File: config.mk
export PLATFORM = sky130hd
export DESIGN_NAME = stcm_master
export DESIGN_NICKNAME = d
export VERILOG_FILES = /design/src/stcm_clkgen.v /design/src/stcm_master.v
export VERILOG_INCLUDE_DIRS = /design/src /design/src/src
export SDC_FILE = /design/constraint.sdc
export NUM_CORES = 1
export LEC_CHECK = 0
export ABC_AREA = 0
export ABC_CLOCK_PERIOD_IN_PS = 3400
export BUFFER_PORTS_ARGS = -buffer_cell sky130_fd_sc_hd__buf_2
export CAP_MARGIN = 0
export CORE_AREA = 2 2 84 146
export CTS_BUF_LIST = sky130_fd_sc_hd__clkbuf_8
export DETAILED_ROUTE_END_ITERATION = 16
export DIE_AREA = 0 0 86 148
export GPL_ROUTABILITY_DRIVEN = 0
export MAX_ROUTING_LAYER = met4
export PLACE_DENSITY = 0.77
export SETUP_SLACK_MARGIN = 0.4
export SLEW_MARGIN = 20
export SYNTH_ARGS = -nofsm -noshare
export SYNTH_HDL_FRONTEND = slang
export SYNTH_SLANG_ARGS = --single-unit
File: constraint.sdc
create_clock -name sys_clk -period 3.4 [get_ports sys_clk]
set_input_delay 0.68 -clock sys_clk [delete_from_list [all_inputs] [get_ports sys_clk]]
set_output_delay 0.68 -clock sys_clk [all_outputs]
set_load 0.005 [all_outputs]
File: src/stcm_map.vh
// register map, field positions and timing counts of the serial transceiver control master
`ifndef STCM_MAP_VH
`define STCM_MAP_VH
`define STCM_OFF_CTRL 12'h000
`define STCM_OFF_CMD 12'h004
`define STCM_OFF_STAT 12'h008
`define STCM_OFF_RDATA 12'h00c
`define STCM_OFF_DIV 12'h010
`define STCM_CTRL_GO 0
`define STCM_CTRL_INIT 1
`define STCM_CTRL_READ 2
`define STCM_CTRL_EXT 3
`define STCM_CMD_ADDR_LSB 0
`define STCM_CMD_INDEX_LSB 8
`define STCM_CMD_EXT_LSB 16
`define STCM_CMD_DATA_LSB 24
`define STCM_STAT_BUSY 0
`define STCM_STAT_DONE 1
`define STCM_STAT_IDX_ERR 2
`define STCM_INDEX_EXT 4'hf
`define STCM_INIT_CYCLES 8'd30
`define STCM_END_LOW 8'd1
`define STCM_END_TAIL 8'd3
`define STCM_RESP_BITS 8'd8
`define STCM_DIV_RESET 8'h04
`define STCM_QUAL_WRITE 1'b1
`define STCM_QUAL_READ 1'b0
`endif

File: src/stcm_clkgen.v
// serial clock divider: half period counter with rise and fall pulses
`timescale 1ns/10ps
module stcm_clkgen #(
  parameter W = 8
) (
  input wire sys_clk,
  input wire rst_n,
  input wire run,
  input wire [W-1:0] half_div,
  output reg sclk_r,
  output wire rise,
  output wire fall
);
  reg [W-1:0] cnt_r;
  wire tick;
  // divider stops with the clock low, so the line is idle between transactions
  assign tick = run && (cnt_r >= half_div);
  assign rise = tick && !sclk_r;
  assign fall = tick && sclk_r;
  always @(posedge sys_clk or negedge rst_n) begin
    if (!rst_n) begin
      cnt_r <= {W{1'b0}};
      sclk_r <= 1'b0;
    end else if (!run) begin
      cnt_r <= {W{1'b0}};
      sclk_r <= 1'b0;
    end else if (tick) begin
      cnt_r <= {W{1'b0}};
      sclk_r <= ~sclk_r;
    end else begin
      cnt_r <= cnt_r + {{(W-1){1'b0}}, 1'b1};
    end
  end
endmodule // stcm_clkgen

File: src/stcm_master.v
// serial transceiver control master with apb register port
//
// Our own choices: the APB interface to the registers and the placing of the registers.
`timescale 1ns/10ps
`include "stcm_map.vh"
module stcm_master #(
  parameter DIVW = 8
) (
  input wire sys_clk,
  input wire rst_b,
  input wire psel,
  input wire penable,
  input wire pwrite,
  input wire [11:0] paddr,
  input wire [31:0] pwdata,
  output reg [31:0] prdata,
  output wire pready,
  output wire pslverr,
  output wire sclk,
  output reg write_serial_line,
  input wire read_serial_line
);
  localparam S_IDLE = 3'd0;
  localparam S_PEND = 3'd1;
  localparam S_START = 3'd2;
  localparam S_BITS = 3'd3;
  localparam S_TAIL = 3'd4;
  localparam S_RESP = 3'd5;
  localparam S_INIT = 3'd6;
  localparam S_LAST = 3'd7;
  reg rst_m_r, rst_s_r;
  wire rst_n;
  reg [3:0] ctrl_r;
  reg [31:0] cmd_r;
  reg [DIVW-1:0] div_r;
  reg busy_r, done_r, idx_err_r;
  reg [7:0] rdata_r;
  reg [2:0] st_r;
  reg [23:0] sh_r;
  reg [1:0] nbytes_r, bytei_r;
  reg [2:0] biti_r;
  reg [7:0] cnt_r;
  reg [7:0] resp_r;
  reg rd_m_r, rd_s_r;
  reg rd_op_r;
  wire run, rise, fall;
  wire wr_acc, rd_acc;
  wire is_ext;
  wire [7:0] byte0;
  always @(posedge sys_clk or negedge rst_b) begin
    if (!rst_b) begin
      rst_m_r <= 1'b0;
      rst_s_r <= 1'b0;
    end else begin
      rst_m_r <= 1'b1;
      rst_s_r <= rst_m_r;
    end
  end
  assign rst_n = rst_s_r;
  // apb slave: zero wait states, unmapped reads return zero
  assign pready = 1'b1;
  assign pslverr = 1'b0;
  assign wr_acc = psel && penable && pwrite;
  assign rd_acc = psel && penable && !pwrite;
  always @* begin
    case (paddr)
      `STCM_OFF_CTRL: prdata = {28'h0000000, ctrl_r};
      `STCM_OFF_CMD: prdata = cmd_r;
      `STCM_OFF_STAT: prdata = {29'h0000000, idx_err_r, done_r, busy_r};
      `STCM_OFF_RDATA: prdata = {24'h000000, rdata_r};
      `STCM_OFF_DIV: prdata = {{(32-DIVW){1'b0}}, div_r};
      default: prdata = 32'h00000000;
    endcase
  end
  // sampled read line passes two flops before use
  always @(posedge sys_clk or negedge rst_n) begin
    if (!rst_n) begin
      rd_m_r <= 1'b0;
      rd_s_r <= 1'b0;
    end else begin
      rd_m_r <= read_serial_line;
      rd_s_r <= rd_m_r;
    end
  end
  assign is_ext = (cmd_r[`STCM_CMD_INDEX_LSB+3:`STCM_CMD_INDEX_LSB] == `STCM_INDEX_EXT);
  // first byte: address low, index middle, qualifier top
  assign byte0 = {ctrl_r[`STCM_CTRL_READ] ? `STCM_QUAL_READ : `STCM_QUAL_WRITE,
                  cmd_r[`STCM_CMD_INDEX_LSB+3:`STCM_CMD_INDEX_LSB],
                  cmd_r[`STCM_CMD_ADDR_LSB+2:`STCM_CMD_ADDR_LSB]};
  assign run = (st_r != S_IDLE);
  stcm_clkgen #(.W(DIVW)) u_clk (
    .sys_clk(sys_clk),
    .rst_n(rst_n),
    .run(run),
    .half_div(div_r),
    .sclk_r(sclk),
    .rise(rise),
    .fall(fall)
  );
  always @(posedge sys_clk or negedge rst_n) begin
    if (!rst_n) begin
      ctrl_r <= 4'h0;
      cmd_r <= 32'h00000000;
      div_r <= `STCM_DIV_RESET;
      busy_r <= 1'b0;
      done_r <= 1'b0;
      idx_err_r <= 1'b0;
      rdata_r <= 8'h00;
      st_r <= S_IDLE;
      sh_r <= 24'h000000;
      nbytes_r <= 2'd0;
      bytei_r <= 2'd0;
      biti_r <= 3'd0;
      cnt_r <= 8'h00;
      resp_r <= 8'h00;
      rd_op_r <= 1'b0;
      write_serial_line <= 1'b0;
    end else begin
      if (wr_acc && paddr == `STCM_OFF_CTRL)
        ctrl_r <= {pwdata[3:2], 2'b00};
      if (wr_acc && paddr == `STCM_OFF_CMD && !busy_r)
        cmd_r <= pwdata;
      if (wr_acc && paddr == `STCM_OFF_DIV && !busy_r && pwdata[DIVW-1:0] != {DIVW{1'b0}})
        div_r <= pwdata[DIVW-1:0];
      // write-one-to-clear done; completion in the same cycle wins
      if (wr_acc && paddr == `STCM_OFF_STAT && pwdata[`STCM_STAT_DONE])
        done_r <= 1'b0;
      if (wr_acc && paddr == `STCM_OFF_STAT && pwdata[`STCM_STAT_IDX_ERR])
        idx_err_r <= 1'b0;
      case (st_r)
        S_IDLE: begin
          write_serial_line <= 1'b0;
          if (wr_acc && paddr == `STCM_OFF_CTRL && !busy_r && pwdata[`STCM_CTRL_INIT]) begin
            busy_r <= 1'b1;
            cnt_r <= 8'h00;
            st_r <= S_INIT;
          end else if (wr_acc && paddr == `STCM_OFF_CTRL && !busy_r && pwdata[`STCM_CTRL_GO]) begin
            busy_r <= 1'b1;
            rd_op_r <= pwdata[`STCM_CTRL_READ];
            // extended index needs the ext flag to agree with the index pattern
            if (pwdata[`STCM_CTRL_EXT] != is_ext)
              idx_err_r <= 1'b1;
            st_r <= S_PEND;
          end
        end
        S_INIT: begin
          write_serial_line <= 1'b0;
          if (rise) begin
            cnt_r <= cnt_r + 8'h01;
            if (cnt_r == `STCM_INIT_CYCLES - 8'h01)
              st_r <= S_LAST;
          end
        end
        S_PEND: if (rise) begin
          // byte set up here: first, then extended index if any, then payload on writes
          if (ctrl_r[`STCM_CTRL_READ]) begin
            nbytes_r <= is_ext ? 2'd2 : 2'd1;
            sh_r <= {8'h00, cmd_r[`STCM_CMD_EXT_LSB+7:`STCM_CMD_EXT_LSB], byte0};
          end else if (is_ext) begin
            nbytes_r <= 2'd3;
            sh_r <= {cmd_r[`STCM_CMD_DATA_LSB+7:`STCM_CMD_DATA_LSB],
                     cmd_r[`STCM_CMD_EXT_LSB+7:`STCM_CMD_EXT_LSB], byte0};
          end else begin
            nbytes_r <= 2'd2;
            sh_r <= {8'h00, cmd_r[`STCM_CMD_DATA_LSB+7:`STCM_CMD_DATA_LSB], byte0};
          end
          bytei_r <= 2'd0;
          st_r <= S_START;
        end
        S_START: if (rise) begin
          // this rising edge is the start cycle of the byte
          biti_r <= 3'd0;
          st_r <= S_BITS;
        end else if (fall) begin
          write_serial_line <= 1'b0;
        end
        S_BITS: if (fall) begin
          write_serial_line <= sh_r[0];
        end else if (rise) begin
          sh_r <= {1'b0, sh_r[23:1]};
          biti_r <= biti_r + 3'd1;
          if (biti_r == 3'd7) begin
            bytei_r <= bytei_r + 2'd1;
            if (bytei_r + 2'd1 != nbytes_r)
              st_r <= S_START;
            else if (rd_op_r) begin
              cnt_r <= 8'h00;
              st_r <= S_TAIL;
            end else
              st_r <= S_LAST;
          end
        end
        S_TAIL: if (fall) begin
          // low one clock, then start plus eight response clocks
          write_serial_line <= 1'b0;
        end else if (rise) begin
          cnt_r <= cnt_r + 8'h01;
          if (cnt_r == `STCM_END_LOW) begin
            biti_r <= 3'd0;
            cnt_r <= 8'h00;
            st_r <= S_RESP;
          end
        end
        S_RESP: if (fall) begin
          // end marker: high then low across the last three clocks
          if (cnt_r == `STCM_RESP_BITS - `STCM_END_TAIL)
            write_serial_line <= 1'b1;
          else if (cnt_r == `STCM_RESP_BITS - `STCM_END_TAIL + 8'h02)
            write_serial_line <= 1'b0;
        end else if (rise) begin
          // synchroniser delay is short against the half period
          resp_r <= {rd_s_r, resp_r[7:1]};
          cnt_r <= cnt_r + 8'h01;
          if (cnt_r == `STCM_RESP_BITS - 8'h01) begin
            rdata_r <= {rd_s_r, resp_r[7:1]};
            st_r <= S_LAST;
          end
        end
        S_LAST: if (fall) begin
          // stop the clock low after the final cycle
          write_serial_line <= 1'b0;
          busy_r <= 1'b0;
          done_r <= 1'b1;
          st_r <= S_IDLE;
        end
        default: st_r <= S_IDLE;
      endcase
    end
  end
endmodule // stcm_master

After elaboration in Yosys (flattened, before gate mapping)
Cells that the tools add are included.
- flip-flop bits (word level): 118
- output and inout bits: 36
- logic and storage cells: 190
- add/sub/neg operators: 4
- order comparisons: 1
- equality and inequality tests: 42
- muxes and demuxes: 77
- bitwise logic cells: 3
- reductions and logical operators: 41
- operator list (kind ; number):
    32-bit one-hot mux with 5 select lines ; 1
    24-bit two-way mux ; 5
    8-bit two-way mux ; 13
    3-bit two-way mux ; 23
    24-bit one-hot mux with 2 select lines ; 1
    2-bit != test, second input constant ; 21
    8-bit one-hot mux with 5 select lines ; 1
    12-bit by 4-bit == test with 1-bit output, second input constant ; 2
    3-bit one-hot mux with 8 select lines ; 1
    1-bit two-way mux ; 21
    1-bit logical AND ; 17
    8-bit by 1-bit adder with 8-bit output, second input constant ; 2
    8-bit by 3-bit == test with 1-bit output, second input constant ; 2
    3-bit == test, second input constant ; 5
    15-bit AND reduction ; 1
    2-bit two-way mux ; 7
    12-bit by 3-bit == test with 1-bit output, second input constant ; 1
    12-bit by 5-bit == test with 1-bit output, second input constant ; 1
    12-bit zero test ; 1
    10-bit AND reduction ; 1
    5-bit AND reduction ; 2
    5-bit nonzero test ; 2
    3-bit one-hot mux with 3 select lines ; 1
    3-bit AND reduction ; 3
    24 further kinds ; 33

Longest topological paths before layout
Gate-level depths: netlist of the first run.
- word-level depth: 9
- mapped depth: 11

Modules after synthesis
Synthesis of the first run repeated with hierarchy kept, for this count alone.
- cells, all modules: 566
- area, all modules: 5994.5 um2
- by module, submodules not included (module ; times used ; cells each ; area an instance (um2) ; seq. area each (um2)):
    stcm_master ; 1 ; 497 ; 5311.3 ; 2703.8
    stcm_clkgen ; 1 ; 69 ; 683.2 ; 225.2

Worst setup path after synthesis of the first run
No wires, ideal clock.
- path type: input -> output
- from: in paddr[7]
- to: out prdata[0]
- data arrival time: 2.077 ns
- setup slack: 0.643 ns
- cell stages on the path: 7
- path through: nor4_4 -> and3_1 -> nand2_1 -> nor3_1 -> clkbuf_1 -> a22oi_1 -> o21ai_0
- word-level cells in the longest chain between the ends: 2
- elaborated cells on any way between the ends: 6
- classes of those cells: 4 x eq/ne; 1 x mux; 1 x reduce/logical
- RTL lines (item ; line ; text):
    from (decl) ; stcm_master.v:14 ; input wire [11:0] paddr,
    12-bit by 5-bit == test with 1-bit output (tied with other cells) ; stcm_master.v:66 ; case (paddr)
    32-bit one-hot mux with 5 select lines (*) ; stcm_master.v:66 ;
    to (decl) ; stcm_master.v:16 ; output reg [31:0] prdata,
Mark *: on every way between the ends. The rest lies on a longest branch, timed or not.

Final worst setup path of the first run
- from: in paddr[8]
- to: out prdata[23]
Same word-level chain as after synthesis.

==> results of run 1 <==
## critical path: stages
cell     delay, ps
buf_8          100
nor4_4         350
and3_4         260
nand2_4         60
nor3_4         300
buf_6          180
buf_12         130
and2_4         150
buf_6           90
## layer usage
layer | global-route usage | vias up | part of all wire
li1 | - | 2218 | -
met1 | 0.279 | 2340 | 0.39
met2 | 0.389 | 160 | 0.53
met3 | 0.0597 | 36 | 0.042
met4 | 0.109 | 0 | 0.034
met5 | - | - | 0
## power groups by stage
stage,registers (mW),logic (mW),clock network (mW)
6_report,1.41,0.0732,1.21
5_1_grt,1.41,0.0802,1.31
4_1_cts,1.41,0.0686,1.24
3_5_place_dp,1.44,0.0671,0
3_3_place_gp,1.44,0.0655,0
2_1_floorplan,1.44,0.0138,0
## state kept, by name, summed over array words and instances, names as in the netlist, 2 cells and up
name         cells
bytei_r          2
resp_r           7
sh_r            24
cnt_r            8
div_r            8
u_clk.cnt_r      8
cmd_r           32
biti_r           3
ctrl_r           2
st_r             3
rdata_r          8
nbytes_r         2
## logic make-up after synthesis
family | after synthesis | share of synthesized area
other cells | 2 | 0.00124
mux | 86 | 0.155
compound gates | 100 | 0.114
xor+xnor | 9 | 0.0130
fa+ha+maj | 14 | 0.0290
buf+inv | 54 | 0.0376
simple gates | 193 | 0.166
flops | 117 | 0.484
## path summary, 6_finish.rpt
kind | startpoint | end | slack, ps
min in group asynchronous | rst_n | sh_r[22] | 440
max in group asynchronous | rst_n | resp_r[1] | 2060
setup reg to reg | u_clk.cnt_r[0] | cnt_r[5] | 580
setup / recovery | paddr[8] | prdata[23] | 410
hold reg to reg | rd_m_r | rd_s_r | 350
hold / removal | rd_m_r | rd_s_r | 350
## timing repair
item	CTS	global route
resized for setup	3	34
hold endpoints to repair	2	0
hold buffers	1	0
gates cloned	0	2
buffers inserted	0	3
setup endpoints to repair	8	42
pin swaps	0	5
## metrics by stage
| step | power, mW | setup WS (ps) | instances | utilization |
|---|---|---|---|---|
| after floorplan | 1.45 | 643 | 576 | - |
| after global placement | 1.50 | 421 | 774 | 0.574 |
| after detailed placement | 1.50 | 335 | 774 | 0.574 |
| after CTS | 2.71 | 404 | 807 | 0.608 |
| after global routing | 2.80 | 331 | 812 | 0.624 |
| final | 2.69 | 408 | 812 | 0.624 |
## final cells by class
type	count	area, um2	share of cell area
multi-input combinational	405	2980	0.415
sequential	117	2930	0.408
timing repair buffer	99	631	0.0878
clock buffer	17	234	0.0326
tap	135	169	0.0235
clock inverter	15	143	0.0199
inverter	24	90.1	0.0125
## cell usage in the layout, fill, tap and decap left out, types with 5 or more instances in the layout
| master | count |
|---|---|
| ha_1 | 14 |
| nand2b_1 | 6 |
| mux2_1 | 10 |
| mux2i_1 | 24 |
| nor2_1 | 40 |
| o21ai_1 | 18 |
| clkbuf_8 | 17 |
| a221o_1 | 9 |
| nand4_1 | 6 |
| mux2_2 | 52 |
| buf_4 | 11 |
| buf_2 | 74 |
| xnor2_1 | 5 |
| nor3_1 | 15 |
| nand3_1 | 10 |
| buf_6 | 10 |
| dfrtp_1 | 115 |
| nor4_1 | 5 |
| a21oi_1 | 21 |
| nand2_1 | 50 |
| and2_4 | 8 |
| nor2b_1 | 7 |
| inv_1 | 26 |
| a22oi_1 | 10 |
| and2_1 | 18 |
| o21ai_0 | 19 |
==> results.py, run 1 <==
metrics = {
    "cells_and_area": {
        "area_growth_syn_to_layout_pct": 18.7,
        "diodes": 0,
        "drive_above_1_share": 0.315,
        "finalInstanceArea_mm2": 0.00718,
        "nets": 728,
        "fillers": 906,
    },
    "power_and_ir_drop": {
        "p_comb_frac": 0.027,
        "p_leak_nw": 3.45,
        "swShare": 0.234,
        "power_frac_seq": 0.523,
        "p_int_mw": 2.06,
        "clkPwrFrac": 0.450,
        "power.density_mw_per_mm2": 375,
        "vdd_drop_max_v": 0.000313,
        "p_sw_mw": 0.630,
    },
    "floorplanning": {
        "start_util": 0.525,
        "core_mm2": 0.0115,
        "die_y_um": 148,
        "chipWidth_um": 86,
        "die_area_mm2": 0.0127,
        "ios": 86,
        "rows": 52,
    },
    "route": {
        "ant_nets": 0,
        "wl_per_cell_um": 17.4,
        "vias": 4754,
        "drc_errors": 0,
        "dr.pass1.iters": 5,
        "drt_wl_total_mm": 14.1,
        "drt_iter0_drc": 224,
        "vias_per_cell": 5.85,
    },
    "yosys": {
        "ys.flop_type": "dfrtp_1",
        "syn_avg_cell_area_um2": 10.5,
        "synthTopCellsByCount": "dfrtp_1, mux2_2, nand2_1",
        "synth_cell_types": 59,
        "synthCells": 575,
        "async_reset_ff_frac": 1.00,
        "synth-edff-count": 0,
        "netlist_top_cells_area": "dfrtp_1, mux2_2, mux2i_1",
        "yosysWarnings": 0,
        "yosysMostFrequentCell": "dfrtp_1",
        "synth_top_area_frac": 0.480,
        "netlist.top_cell.by_area": "dfrtp_1",
        "ys_seq_area_frac": 0.484,
        "ys_ff_latch": 117,
        "netlist_area_mm2": 0.00605,
    },
    "setup_path": {
        "reg2reg_depth": 8,
        "arrival_ps": 2310,
        "path_max_fanout": 8,
        "critPathCaptureType": "output pin",
        "crit_type": "in2out",
        "worst_ep_required_time_ps": 2720,
        "worst_setup_path_start_kind": "input pin",
    },
    "sta": {
        "finalCritPeriodShare": 0.880,
        "hold_viol": 0,
        "setup-tns-final_ps": 0,
        "finClkSkew_ps": 12.3,
        "setup_viol": 0,
        "hold_ws_ps": 351,
        "tightest_slew_ps": 906,
        "relSlewSlack": 0.395,
        "rsz0062_at_grt": "yes",
        "fmax_mhz": 334,
        "slew_violations": 0,
        "layout_min_cycle_time_ps": 2990,
    },
    "global_route": {
        "grt.total_usage": 0.240,
        "grt_max_degree": 66,
        "grt-ovfl-total": 0,
        "grt_pass1_vias": 4860,
        "antenna_found_initial": 0,
        "grt_pass1_wl_mm": 23.3,
    },
    "clocking": {
        "clk_path_buf_depth": 2,
        "cts_tree": "yes",
        "clk_pin_slew_ps": 70,
        "htreeDepth": 4,
        "clkLatencyLatePin_ps": 440,
        "cts-root-buf": "clkbuf_8",
        "cts_buffers": 17,
        "cts_sinks": 117,
    },
    "min_path": {
        "hp-class": "reg2reg",
        "holdPathStages": 0,
    },
    "placed_design": {
        "portBuffers": 83,
        "dpl_cell_area_mm2": 0.00661,
        "place_hpwl_mm": 10.1,
    },
    "run": {
        "drv_cap": 0,
    },
    "status": {
        "status": "finished, final reports clean",
    },
}
(Power assumes the default switching activity.)
==> run 2: changes to the inputs <==
ABC_CLOCK_PERIOD_IN_PS = 2900   (was 3400)
CORE_AREA = 2 2 79 138   (was 2 2 84 146)
DIE_AREA = 0 0 81 140   (was 0 0 86 148)
PLACE_DENSITY = 0.82   (was 0.77)
clock period = 2.9 ns   (was 3.4 ns; I/O delays follow)
==> results.py, run 2 (synthesized netlist as in run 1, its figures left out) <==
metrics = {
    "clocking": {
        "cts_tree": "yes",
        "clk_path_buf_depth": 2,
        "cts_sinks": 117,
        "cts_buffers": 17,
        "htreeDepth": 4,
        "cts-root-buf": "clkbuf_8",
        "clk_pin_slew_ps": 70,
        "clkLatencyLatePin_ps": 440,
    },
    "sta": {
        "hold_viol": 0,
        "finalCritPeriodShare": 0.936,
        "finClkSkew_ps": 8.97,
        "setup-tns-final_ps": 0,
        "fmax_mhz": 368,
        "hold_ws_ps": 213,
        "layout_min_cycle_time_ps": 2710,
        "tightest_slew_ps": 880,
        "relSlewSlack": 0.412,
        "setup_viol": 0,
        "rsz0062_at_grt": "yes",
        "slew_violations": 0,
    },
    "cells_and_area": {
        "layout_top_registers": "cmd_r (32), sh_r (24)",
        "final_common_cell": "dfrtp_1",
        "final_cell_mix": "dfrtp_1, buf_2, mux2_2",
        "drive_above_1_share": 0.373,
        "diodes": 0,
        "final_util": 0.749,
        "top_register": "cmd_r",
        "area_growth_syn_to_layout_pct": 26.0,
        "largest_register_ffs": 32,
        "nets": 746,
    },
    "setup_path": {
        "cp_cell_sequence": "ha_1 -> nand2b_4 -> a2111o_1 -> a21o_4 -> mux2i_4 -> or4_4 -> a221o_1",
        "critical_path.top_delay_family": "compound AO/OA/AOI/OAI gates",
        "crit_type": "reg2reg",
        "cp_num_buf_inv": 0,
        "worst_setup_path_start_kind": "register",
        "arrival_ps": 3030,
        "cpPeakStageDelay_ps": 490,
        "worst_ep_required_time_ps": 3220,
        "cp_slowest_cell": "or4_4",
        "critPathCaptureType": "register",
        "path_max_fanout": 8,
    },
    "placed_design": {
        "portBuffers": 83,
        "place_hpwl_mm": 10.4,
    },
    "route": {
        "dr.pass1.iters": 7,
        "vias": 5217,
        "drt_iter0_drc": 491,
        "drc_errors": 0,
        "vias_per_cell": 6.35,
        "drt_wl_total_mm": 17.1,
        "ant_nets": 0,
        "wl_per_cell_um": 20.9,
    },
    "floorplanning": {
        "die_area_mm2": 0.0113,
        "start_util": 0.594,
        "ios": 86,
        "rows": 49,
        "core_mm2": 0.0102,
        "die_y_um": 140,
        "chipWidth_um": 81,
    },
    "global_route": {
        "antenna_found_initial": 0,
        "grt_pass1_vias": 5447,
        "grt_max_degree": 95,
        "grt_pass1_wl_mm": 26.5,
        "grt.total_usage": 0.317,
        "grt-ovfl-total": 0,
    },
    "min_path": {
        "hp-class": "reg2async",
    },
    "power_and_ir_drop": {
        "p_leak_nw": 3.62,
        "power.density_mw_per_mm2": 418,
        "finalPower_mw": 3.19,
        "vdd_drop_max_v": 0.000420,
    },
    "status": {
        "status": "finished, final reports clean",
    },
    "run": {
        "drv_cap": 0,
    },
}
run 2: timing repair:
action | in CTS | in global routing
pin swaps | 15 | 4
cloned | 3 | 0
hold buffers | 1 | 0
endpoints found under the hold margin | 2 | 0
gates resized for setup | 53 | 34
endpoints found under the setup margin | 42 | 63
setup buffers | 10 | 4
run 2: metal layers:
layer	wire length [um]	part of all wire	GRT usage	vias up
met5	0	0	-	-
met3	871	0.051	0.0670	101
met1	5960	0.35	0.334	2579
met4	1070	0.062	0.214	0
li1	-	-	-	2251
met2	9230	0.54	0.518	286
run 2: power breakdown:
group / internal, mW / leakage, nW / total (mW) / switching [mW]
logic: 0.0380 / 1.83 / 0.103 / 0.0652
registers: 1.63 / 1.59 / 1.64 / 0.00707
clock network: 0.778 / 0.195 / 1.44 / 0.666
total: 2.45 / 3.62 / 3.19 / 0.738
run 2: path summary, 6_finish.rpt:
path	slack, ps	to	cells past startpoint	startpoint
worst max register to register	190	cnt_r[3]	7	div_r[0]
worst max-delay path	190	cnt_r[3]	7	div_r[0]
worst min-delay path	210	cmd_r[22]	0	rst_n
min in group sys_clk	240	rd_m_r	1	read_serial_line
worst min register to register	210	cmd_r[22]	0	rst_n
max in group asynchronous	1870	div_r[2]	1	rst_n
run 2: worst register-to-register path: stages (launching register included):
cell and delay [ps]:
dfrtp_1 400, ha_1 300, nand2b_4 140, a2111o_1 420, a21o_4 250, mux2i_4 200, or4_4 490, a221o_1 380
run 2: cell type report:
type | instances | area [um2]
Fill cell | 623 | 2550
Tap cell | 127 | 159
Sequential cell | 117 | 2930
Clock inverter | 9 | 78.8
Clock buffer | 22 | 303
Timing Repair Buffer | 117 | 947
Multi-Input combinational cell | 405 | 3110
Inverter | 24 | 90.1
run 2: stage by stage:
step	worst slack, ps	area, um2	std cells
2_1_floorplan	238	6060	576
3_3_place_gp	188	6670	772
3_5_place_dp	114	6670	772
4_1_cts	248	7440	817
5_1_grt	167	7620	821
6_report	186	7620	821
